File: config.mk
export PLATFORM = sky130hd
export DESIGN_NAME = hsg_gpio_port
export DESIGN_NICKNAME = d
export VERILOG_FILES = /design/src/core/hsg_pkg.sv /design/src/core/hsg_gpio_port.sv
export VERILOG_INCLUDE_DIRS = /design/src /design/src/core
export SDC_FILE = /design/constraint.sdc
export NUM_CORES = 1
export LEC_CHECK = 0
export BUFFER_PORTS_ARGS = -buffer_cell sky130_fd_sc_hd__buf_2
export CORE_UTILIZATION = 42
export DETAILED_ROUTE_END_ITERATION = 8
export GPL_ROUTABILITY_DRIVEN = 0
export GPL_TIMING_DRIVEN = 0
export PLACE_DENSITY_LB_ADDON = 0.25
export RECOVER_POWER = 25
export SYNTH_ARGS = -nofsm -noshare
export SYNTH_HDL_FRONTEND = slang
export SYNTH_SLANG_ARGS = --single-unit
File: constraint.sdc
create_clock -name mclk -period 1.7 [get_ports mclk]
set_input_delay 0.34 -clock mclk [delete_from_list [all_inputs] [get_ports mclk]]
set_output_delay 0.34 -clock mclk [all_outputs]
set_load 0.01 [all_outputs]
File: src/core/hsg_map.svh
// register offsets, field positions, reset values and timing counts of the hotswap gpio port
`ifndef HSG_MAP_SVH
`define HSG_MAP_SVH

// ==========================================
// configuration space placement
`define HSG_DWORD_ADDR      8'h64
`define HSG_OFS_OUT_DATA    8'h65
`define HSG_OFS_OUT_EN      8'h66
`define HSG_OFS_IN_DATA     8'h67

// ==========================================
// byte lanes inside the doubleword
`define HSG_LANE_OUT_DATA   1
`define HSG_LANE_OUT_EN     2
`define HSG_LANE_IN_DATA    3

// ==========================================
// field positions (low bit of each nibble)
`define HSG_OD_CLR_LSB      8
`define HSG_OD_SET_LSB      12
`define HSG_OE_CLR_LSB      16
`define HSG_OE_SET_LSB      20
`define HSG_IN_RSVD_LSB     24
`define HSG_IN_PIN_LSB      28

// ==========================================
// reset values
`define HSG_RST_NIBBLE      4'h0
`define HSG_RST_WORD        32'h0000_0000

// ==========================================
// pin assignment of the hotswap bits
`define HSG_PIN_LED         0
`define HSG_PIN_MASK        1
`define HSG_PIN_EXTRACT     2
`define HSG_PIN_INSERT      3

// ==========================================
// timing: supply must be stable this long before slot reset is released
`define HSG_SETTLE_NS       1000
`define HSG_CLK_NS          10
`define HSG_SETTLE_CYC      ((`HSG_SETTLE_NS + `HSG_CLK_NS - 1) / `HSG_CLK_NS)

`endif

File: src/core/hsg_pkg.sv
// types shared by the hotswap gpio port
package hsg_pkg;

	// ==========================================
	// back-end supply sequencing states
	typedef enum logic [1:0] {
		HSG_PWR_OFF,
		HSG_PWR_SETTLE,
		HSG_PWR_ON
	} hsg_pwr_t;

	typedef logic [3:0] hsg_nibble_t;

endpackage : hsg_pkg

File: src/core/hsg_gpio_port.sv
// four-pin gpio port with its onboard hotswap status logic
//
// Behaviour
// - output-enable clear ones make pins input-only
// - output-enable set ones make pins drive
// - zeros ignored; fields read last written value
// - reset: enables zero, all pins input-only
// - input field mirrors pin levels, read-only
// - bits 27:24 read as zero
// - output-data clear ones drive pin low
// - output-data set ones drive pin high
// - new data on pins one edge after the write edge
// - input-only pins are never driven
// - hotswap bits sit on fixed bridge pins
// - open handle starts the enum interrupt
// - low-active enum on extract or insert
// - stable supply then reset mezzanine slots
// - extraction, insertion, led and mask bits
`timescale 1ns/1ps
`include "hsg_map.svh"

module hsg_gpio_port #(
	parameter int PINS       = 4,
	parameter int SETTLE_CYC = `HSG_SETTLE_CYC
) (
	// clock and reset
	input  wire logic              mclk,
	input  wire logic              rst_b,
	// configuration access
	input  wire logic              cfg_wr,
	input  wire logic              cfg_rd,
	input  wire logic [7:0]        cfg_addr,
	input  wire logic [3:0]        cfg_be_b,
	input  wire logic [31:0]       cfg_wdata,
	output logic      [31:0]       cfg_rdata,
	output logic                   cfg_rvalid,
	// bridge gpio pins
	input  wire logic [PINS-1:0]   gpio_in,
	output logic      [PINS-1:0]   gpio_out,
	output logic      [PINS-1:0]   gpio_oe,
	// board hotswap signals
	input  wire logic              handle_open,
	input  wire logic              supply_good,
	output logic                   enum_b,
	output logic                   led_safe,
	output logic                   slot_rst_b
);

	// ==========================================
	// helpers

	// write-1-to-set / write-1-to-clear update of one nibble; set wins a tie
	function automatic hsg_pkg::hsg_nibble_t w1_update(input hsg_pkg::hsg_nibble_t cur,
		input hsg_pkg::hsg_nibble_t set_bits, input hsg_pkg::hsg_nibble_t clr_bits);
		w1_update = (cur & ~clr_bits) | set_bits;
	endfunction : w1_update

	// ==========================================
	// register state
	// the field copies only serve read-back; od_reg and oe_reg hold the live state
	hsg_pkg::hsg_nibble_t od_reg;          // output data
	hsg_pkg::hsg_nibble_t oe_reg;          // output enable
	hsg_pkg::hsg_nibble_t od_clr_reg;      // last written output-data clear field
	hsg_pkg::hsg_nibble_t od_set_reg;      // last written output-data set field
	hsg_pkg::hsg_nibble_t oe_clr_reg;      // last written output-enable clear field
	hsg_pkg::hsg_nibble_t oe_set_reg;      // last written output-enable set field
	hsg_pkg::hsg_nibble_t od_next;
	hsg_pkg::hsg_nibble_t oe_next;
	hsg_pkg::hsg_nibble_t in_reg;          // sampled pin levels
	hsg_pkg::hsg_nibble_t pin_meta_reg;    // first synchroniser stage
	hsg_pkg::hsg_nibble_t pin_sync_reg;    // second synchroniser stage
	hsg_pkg::hsg_nibble_t pin_level;
	logic [31:0]          rdata_reg;
	logic [31:0]          rdata_next;
	logic                 rvalid_reg;
	logic [PINS-1:0]      gpio_out_reg;
	logic [PINS-1:0]      gpio_oe_reg;

	// ==========================================
	// access decode

	// all three registers share one doubleword; an active-low lane picks each
	logic                 hit;
	logic                 wr_od;
	logic                 wr_oe;
	logic                 rd_hit;
	hsg_pkg::hsg_nibble_t wd_od_clr;
	hsg_pkg::hsg_nibble_t wd_od_set;
	hsg_pkg::hsg_nibble_t wd_oe_clr;
	hsg_pkg::hsg_nibble_t wd_oe_set;

	// the low two address bits are ignored; the active-low byte enables pick the lanes
	assign hit       = (cfg_addr[7:2] == 6'(`HSG_DWORD_ADDR >> 2));
	assign wr_od     = cfg_wr && hit && !cfg_be_b[`HSG_LANE_OUT_DATA];
	assign wr_oe     = cfg_wr && hit && !cfg_be_b[`HSG_LANE_OUT_EN];
	// the input lane has no write decode: that register is read-only
	assign rd_hit    = cfg_rd && hit;
	assign wd_od_clr = cfg_wdata[`HSG_OD_CLR_LSB +: 4];
	assign wd_od_set = cfg_wdata[`HSG_OD_SET_LSB +: 4];
	assign wd_oe_clr = cfg_wdata[`HSG_OE_CLR_LSB +: 4];
	assign wd_oe_set = cfg_wdata[`HSG_OE_SET_LSB +: 4];

	// ==========================================
	// next values of data and enable

	// zeros in a written field leave the bit alone
	assign od_next = wr_od ? w1_update(od_reg, wd_od_set, wd_od_clr) : od_reg;
	assign oe_next = wr_oe ? w1_update(oe_reg, wd_oe_set, wd_oe_clr) : oe_reg;

	// output data and enable registers
	always_ff @(posedge mclk) begin
		if (!rst_b) begin
			od_reg <= `HSG_RST_NIBBLE;
			oe_reg <= `HSG_RST_NIBBLE;
		end else begin
			od_reg <= od_next;
			oe_reg <= oe_next;
		end
	end

	// read-back copies of the last value written to each field
	always_ff @(posedge mclk) begin
		if (!rst_b) begin
			od_clr_reg <= `HSG_RST_NIBBLE;
			od_set_reg <= `HSG_RST_NIBBLE;
			oe_clr_reg <= `HSG_RST_NIBBLE;
			oe_set_reg <= `HSG_RST_NIBBLE;
		end else begin
			if (wr_od) begin
				od_clr_reg <= wd_od_clr;
				od_set_reg <= wd_od_set;
			end
			if (wr_oe) begin
				oe_clr_reg <= wd_oe_clr;
				oe_set_reg <= wd_oe_set;
			end
		end
	end

	// ==========================================
	// pin drive

	// pins follow the registers one edge after the write edge
	// masking data with the enable keeps input-only pins from ever carrying a one
	always_ff @(posedge mclk) begin
		if (!rst_b) begin
			gpio_out_reg <= '0;
			gpio_oe_reg  <= '0;
		end else begin
			gpio_out_reg <= od_reg[PINS-1:0] & oe_reg[PINS-1:0];
			gpio_oe_reg  <= oe_reg[PINS-1:0];
		end
	end

	assign gpio_out = gpio_out_reg;
	assign gpio_oe  = gpio_oe_reg;

	// ==========================================
	// onboard hotswap logic

	// handle switch and supply good come from outside; two flops each
	// only the second stage is read; the first may still be settling
	logic handle_meta_reg;
	logic handle_sync_reg;
	logic supply_meta_reg;
	logic supply_sync_reg;

	always_ff @(posedge mclk) begin
		if (!rst_b) begin
			handle_meta_reg <= 1'b0;
			handle_sync_reg <= 1'b0;
			supply_meta_reg <= 1'b0;
			supply_sync_reg <= 1'b0;
		end else begin
			handle_meta_reg <= handle_open;
			handle_sync_reg <= handle_meta_reg;
			supply_meta_reg <= supply_good;
			supply_sync_reg <= supply_meta_reg;
		end
	end

	// board reads led and mask only where the bridge really drives the pin
	// a pin left as input or driven low reads as inactive on the board
	logic led_on_control;
	logic enum_mask_control;

	assign led_on_control    = gpio_oe_reg[`HSG_PIN_LED] & gpio_out_reg[`HSG_PIN_LED];
	assign enum_mask_control = gpio_oe_reg[`HSG_PIN_MASK] & gpio_out_reg[`HSG_PIN_MASK];

	// supply sequencing: slot reset held until supply stable for the settle time
	// a supply drop at any point returns to off and pulls slot reset low again
	hsg_pkg::hsg_pwr_t         pwr_reg;
	hsg_pkg::hsg_pwr_t         pwr_next;
	logic [$clog2(SETTLE_CYC+1)-1:0] settle_reg;
	logic [$clog2(SETTLE_CYC+1)-1:0] settle_next;
	logic                      settle_done;

	assign settle_done = (settle_reg == ($clog2(SETTLE_CYC+1))'(SETTLE_CYC - 1));

	always_comb begin
		pwr_next    = pwr_reg;
		settle_next = '0;
		unique case (pwr_reg)
			hsg_pkg::HSG_PWR_OFF: begin
				if (supply_sync_reg) begin
					pwr_next = hsg_pkg::HSG_PWR_SETTLE;
				end
			end
			hsg_pkg::HSG_PWR_SETTLE: begin
				settle_next = settle_reg + 1'b1;
				if (!supply_sync_reg) begin
					pwr_next = hsg_pkg::HSG_PWR_OFF;
				end else if (settle_done) begin
					pwr_next = hsg_pkg::HSG_PWR_ON;
				end
			end
			hsg_pkg::HSG_PWR_ON: begin
				if (!supply_sync_reg) begin
					pwr_next = hsg_pkg::HSG_PWR_OFF;
				end
			end
			// the fourth code is never entered; fall back to the off state
			default: begin
				pwr_next = hsg_pkg::HSG_PWR_OFF;
			end
		endcase
	end

	// sequencer state and settle counter
	always_ff @(posedge mclk) begin
		if (!rst_b) begin
			pwr_reg    <= hsg_pkg::HSG_PWR_OFF;
			settle_reg <= '0;
		end else begin
			pwr_reg    <= pwr_next;
			settle_reg <= settle_next;
		end
	end

	// extraction follows the handle; insertion set by power-up, cleared by the mask or an open handle
	// power-up completing in the same cycle as a mask or open handle still sets
	// the flag, so an insertion is never lost; software clears it by masking
	logic extraction_flag;
	logic insertion_flag;
	logic insert_set;

	assign insert_set = (pwr_reg == hsg_pkg::HSG_PWR_SETTLE) && settle_done;

	always_ff @(posedge mclk) begin
		if (!rst_b) begin
			extraction_flag <= 1'b0;
			insertion_flag  <= 1'b0;
		end else begin
			extraction_flag <= handle_sync_reg;
			if (insert_set) begin
				insertion_flag <= 1'b1;
			end else if (enum_mask_control || handle_sync_reg) begin
				insertion_flag <= 1'b0;
			end
		end
	end

	// board outputs: enum, indicator and slot reset
	logic enum_b_reg;
	logic led_safe_reg;
	logic slot_rst_b_reg;

	always_ff @(posedge mclk) begin
		if (!rst_b) begin
			enum_b_reg     <= 1'b1;
			led_safe_reg   <= 1'b0;
			slot_rst_b_reg <= 1'b0;
		end else begin
			enum_b_reg     <= !((extraction_flag || insertion_flag) && !enum_mask_control);
			led_safe_reg   <= led_on_control;
			slot_rst_b_reg <= (pwr_reg == hsg_pkg::HSG_PWR_ON);
		end
	end

	assign enum_b     = enum_b_reg;
	assign led_safe   = led_safe_reg;
	assign slot_rst_b = slot_rst_b_reg;

	// ==========================================
	// pin sampling

	// board flags are wired to pins 2 and 3; pins 0 and 1 come from outside
	// pins 2 and 3 are sampled too but ignored: the board flags own those lines,
	// and software must keep their drivers off to avoid contention
	assign pin_level = {insertion_flag, extraction_flag, pin_sync_reg[1:0]};

	always_ff @(posedge mclk) begin
		if (!rst_b) begin
			pin_meta_reg <= `HSG_RST_NIBBLE;
			pin_sync_reg <= `HSG_RST_NIBBLE;
			in_reg       <= `HSG_RST_NIBBLE;
		end else begin
			pin_meta_reg <= 4'(gpio_in);
			pin_sync_reg <= pin_meta_reg;
			in_reg       <= pin_level;
		end
	end

	// ==========================================
	// read path

	// lanes not enabled read zero; the reserved nibble always reads zero
	always_comb begin
		rdata_next = `HSG_RST_WORD;
		if (!cfg_be_b[`HSG_LANE_OUT_DATA]) begin
			rdata_next[`HSG_OD_CLR_LSB +: 4] = od_clr_reg;
			rdata_next[`HSG_OD_SET_LSB +: 4] = od_set_reg;
		end
		if (!cfg_be_b[`HSG_LANE_OUT_EN]) begin
			rdata_next[`HSG_OE_CLR_LSB +: 4] = oe_clr_reg;
			rdata_next[`HSG_OE_SET_LSB +: 4] = oe_set_reg;
		end
		if (!cfg_be_b[`HSG_LANE_IN_DATA]) begin
			rdata_next[`HSG_IN_RSVD_LSB +: 4] = 4'h0;
			rdata_next[`HSG_IN_PIN_LSB +: 4]  = in_reg;
		end
	end

	// read answer registered one edge after the request
	// the data then stands until the next read hit, so a slow reader still finds it
	always_ff @(posedge mclk) begin
		if (!rst_b) begin
			rdata_reg  <= `HSG_RST_WORD;
			rvalid_reg <= 1'b0;
		end else begin
			rvalid_reg <= rd_hit;
			if (rd_hit) begin
				rdata_reg <= rdata_next;
			end
		end
	end

	assign cfg_rdata  = rdata_reg;
	assign cfg_rvalid = rvalid_reg;

endmodule : hsg_gpio_port

# Yosys cells after proc, flatten, opt, wreduce, memory -nomap -nowiden
# Index checks and enable logic that the tools add are counted.
# word_totals
word_cells,67
regBits,83
input_bits,54
# classes
addsub,1
mux,10
n_eq_ne,7
n_reduce_logical,16
bitwise,9
# op_table
op,count
$mux W8,3
$and A4 B4 Y4,3
$mux W2,4
$not A4 Y4,2
$or A4 B4 Y4,2
$add A7 B1 Y7 const B,1
$eq A7 B7 Y1 const B,1
$eq A6 B5 Y1 const B,1
$logic_and A1 B1 Y1,6
$pmux W2 S3,1
$logic_not A1 Y1,4
$ne A2 B2 Y1 const B,2
$ne A3 B3 Y1 const B,1
$reduce_and A3 Y1,1
$and A1 B1 Y1,2
$eq A2 B1 Y1 const B,1
$eq A2 B2 Y1 const B,1
$logic_not A2 Y1,1
$logic_or A1 B1 Y1,2
$mux W1,2
$reduce_and A2 Y1,1
$reduce_bool A2 Y1,1

# Logic depth before layout (Yosys ltp)
# depth
ltp_word,4
ltp_mapped,5
mapped_depth_nobuf,4

# Least setup slack after synthesis
# Ideal clock, no wire load.
# synth_path
path_kind,input to register
from,input port cfg_addr[4]
to,register od_clr_reg[1]
arrival_ps,1011
stages,4
setup_ps,132
slack_ps,556
path_cell_list,nand4bb_1 -> clkbuf_2 -> o21ai_0 -> a21oi_1
# synth_between
elab_chain_cells,3
# synth_lines
element,line_no,text
start: declaration,hsg_gpio_port.sv:32,"input wire logic [7:0] cfg_addr,"
$eq A6 B5 Y1,hsg_gpio_port.sv:93,assign hit = (cfg_addr[7:2] == 6'(`HSG_DWORD_ADDR >> 2));
$logic_and A1 B1 Y1 (2 in a row),hsg_gpio_port.sv:94,assign wr_od = cfg_wr && hit && !cfg_be_b[`HSG_LANE_OUT_DATA];
end signal: assignment,hsg_gpio_port.sv:124,od_clr_reg <= `HSG_RST_NIBBLE;
end signal: assignment,hsg_gpio_port.sv:130,od_clr_reg <= wd_od_clr;
end: declaration,hsg_gpio_port.sv:63,hsg_pkg::hsg_nibble_t od_clr_reg;
# Every way passes these cells.
# A chain may end at the register's enable or synchronous reset.

# Final worst setup path
# layout_path
from,register settle_reg[0]
to,register settle_reg[6]
# layout_between
elab_chain_cells,1
# layout_lines
element,line_no,text
start: declaration,hsg_gpio_port.sv:194,logic [$clog2(SETTLE_CYC+1)-1:0] settle_reg;
start signal: assignment,hsg_gpio_port.sv:236,settle_reg <= settle_next;
$add A7 B1 Y7,hsg_gpio_port.sv:210,settle_next = settle_reg + 1'b1;
# Every way passes these cells.

==> results.sh <==
export IMPL_vias_per_cell=4.92
export IMPL_combinationalPowerShare_pct=5.0
export IMPL_cp_slowest_stage_delay_ns=0.37
export IMPL_cp_start_kind="flip-flop"
export IMPL_final_area_sq_mm=0.00365
export IMPL_slowest_stage="dfxtp_1"
export IMPL_largest_reg_flops=20
export IMPL_dpl_cell_area_sq_mm=0.00343
export IMPL_synth_area_sq_mm=0.00295
export IMPL_fillers=640
export IMPL_dr_pass1_iters=4
export IMPL_post_route_period_util_pct=73.7
export IMPL_powerDensity_mw_per_mm2=1000
export IMPL_ant_nets=0
export IMPL_clock_sinks=79
export IMPL_rsz0062_at_grt="false"
export IMPL_endpoint_kind="flip-flop"
export IMPL_final_common_cell="dfxtp_1"
export IMPL_clock_latency_ns=0.35
export IMPL_synth_cells=301
export IMPL_clock_path_buffers=2
export IMPL_ys_types=35
export IMPL_synth_flop_cell="dfxtp_1"
export IMPL_ioPinCount=98
export IMPL_grt_start_max_net_pins=13
export IMPL_cts_max_level=3
export IMPL_cts_tree="built"
export IMPL_regArea_sq_mm=0.00158
export IMPL_grt_pass1_vias=2192
export IMPL_rows=30
export IMPL_nets=442
export IMPL_max_slew_margin_pct=65.1
export IMPL_power_switching_uw=746
export IMPL_path_cells="ha_1 > nand2_1 > or3_1 > a21oi_1"
export IMPL_place_hpwl_mm=4.82
export IMPL_cts_clk_slew_worst_paths_ns=0.07
export IMPL_avgSynthCellArea_sq_um=9.80
export IMPL_ctsHoldBuffers=0
export IMPL_dieArea_sq_mm=0.00736
export IMPL_drive_above_1_share_pct=24.6
export IMPL_arrival_ns=1.53
export IMPL_crit_family="simple AND/OR/NAND/NOR gates"
export IMPL_syn2layout_area_growth_pct=23.8
export IMPL_p_leak_nw=1.47
export IMPL_tightest_slew_ns=0.523
export IMPL_ys_ff_latch=79
export IMPL_wl_per_cell_um=13.5
export IMPL_coreArea_sq_mm=0.00679
export IMPL_crit_buf_inv=0
export IMPL_final_cell_mix="79 x dfxtp_1, 65 x buf_2, 40 x a21oi_1"
export IMPL_finalSetupViolations=0
export IMPL_crit_fanout=4
export IMPL_multi_input_area_sq_mm=0.00120
export IMPL_totalWireLength_mm=6.56
export IMPL_path_class="reg -> reg"
export IMPL_cts_setup_buffers=0
export IMPL_final_setup_skew_ns=0.00724
export IMPL_seq_power_share_pct=51.1
export IMPL_fin_crit_ns=1.25
export IMPL_numPortBuffers=64
export IMPL_slew_violations=0
export IMPL_status="finished, final reports clean"
export IMPL_grt_use_total_pct=18.9
export IMPL_peakVddDrop_mv=0.519
export IMPL_tns_ns=0
export IMPL_async_flop_share_pct=0
export IMPL_start_util_pct=43.4
export IMPL_timing_fmax_ghz=0.798
export IMPL_num_antenna_cells=0
export IMPL_cts_buffers=9
export IMPL_power_share_clock_pct=43.9
export IMPL_die_height_um=85.8
export IMPL_max_cap_violations=0
export IMPL_yosysSeqAreaShare_pct=53.6
export IMPL_pre_cts_ws_ns=0.141
export IMPL_p_int_mw=2.91
export IMPL_cts_root_buf="clkbuf_8"
export IMPL_setup_ws_ns=0.447
export IMPL_antenna_found_initial=0
export IMPL_hold_path_class="in -> reg"
export IMPL_vias=2398
export IMPL_fp_dieW_um=85.8
export IMPL_required_ns=1.98
export IMPL_drt_iter0_drc=123
export IMPL_grt_ovfl_total=0
export IMPL_hold_violations=0
export IMPL_sw_frac_of_total_pct=20.4
export IMPL_synth_edf_count=0
export IMPL_post_cts_resized=0
export IMPL_drc=0
export IMPL_grt_pass1_wl_mm=10.6
export IMPL_synth_warnings=0
## per-stage QoR
stage	cells	util, %	total power, mW	hold slack, ns
floorplan	312	-	2.02	0.412
global placement	472	50.5	2.09	0.414
detailed placement	472	50.5	2.09	0.417
CTS	487	53.8	3.68	0.186
global route	487	53.7	3.80	0.186
finish	487	53.7	3.65	0.196
## power groups by stage
stage                     clock, mW  combinational (mW)  sequential (mW)
after global routing           1.73               0.201             1.87
after global placement            0               0.182             1.91
after CTS                      1.63               0.183             1.87
after detailed placement          0               0.182             1.91
final                          1.60               0.183             1.87
after floorplan                   0               0.108             1.91
## final cells by class
| type | count | area share, % |
|---|---|---|
| Multi-Input combinational cell | 199 | 32.9 |
| Timing Repair Buffer | 64 | 8.64 |
| Tap cell | 96 | 3.29 |
| Buffer | 33 | 5.55 |
| Clock buffer | 11 | 3.60 |
| Inverter | 1 | 0.103 |
| Sequential cell | 79 | 43.3 |
| Clock inverter | 4 | 2.60 |
## synth_stat cells (all sizes together), types with 2 or more instances
cell     number  area (sq um)
nand3b        2          15.0
o2bb2ai       8          70.1
nand3        20           100
and2         22           138
nand2         5          18.8
and4bb        3          37.5
o21ai        39           195
dfxtp        79          1580
nor2          5          18.8
nand4b       20           175
and3          6          37.5
clkbuf       10          38.8
buf          23           165
a21oi        40           200
or3           2          12.5
nand4bb       4          45.0
xor2          2          17.5
## path summary, 6_finish.rpt
| check | startpoint | endpoint | slack, ns | cells after the start |
|---|---|---|---|---|
| worst max-delay path | settle_reg[0] | settle_reg[6] | 0.45 | 4 |
| worst min-delay path | supply_good | supply_meta_reg | 0.20 | 2 |
| worst max register to register | settle_reg[0] | settle_reg[6] | 0.45 | 4 |
| worst min register to register | pin_sync_reg[0] | in_reg[0] | 0.43 | 1 |
## metal layers
layer | GRT usage, % | routed length, um
met1 | 24.4 | 3110
met2 | 29.2 | 2950
met5 | 0 | 0
met4 | 10.0 | 151
met3 | 4.91 | 349
## kinds of logic after synthesis
| logic type | after synthesis | synth area share, % |
|---|---|---|
| other cells | 1 | 0.127 |
| compound gates | 88 | 16.1 |
| simple gates | 95 | 21.8 |
| flops | 79 | 53.6 |
| fa+ha+maj | 1 | 0.424 |
| xor+xnor | 3 | 0.891 |
| buf+inv | 34 | 7.04 |
(Power assumes the default switching activity.)
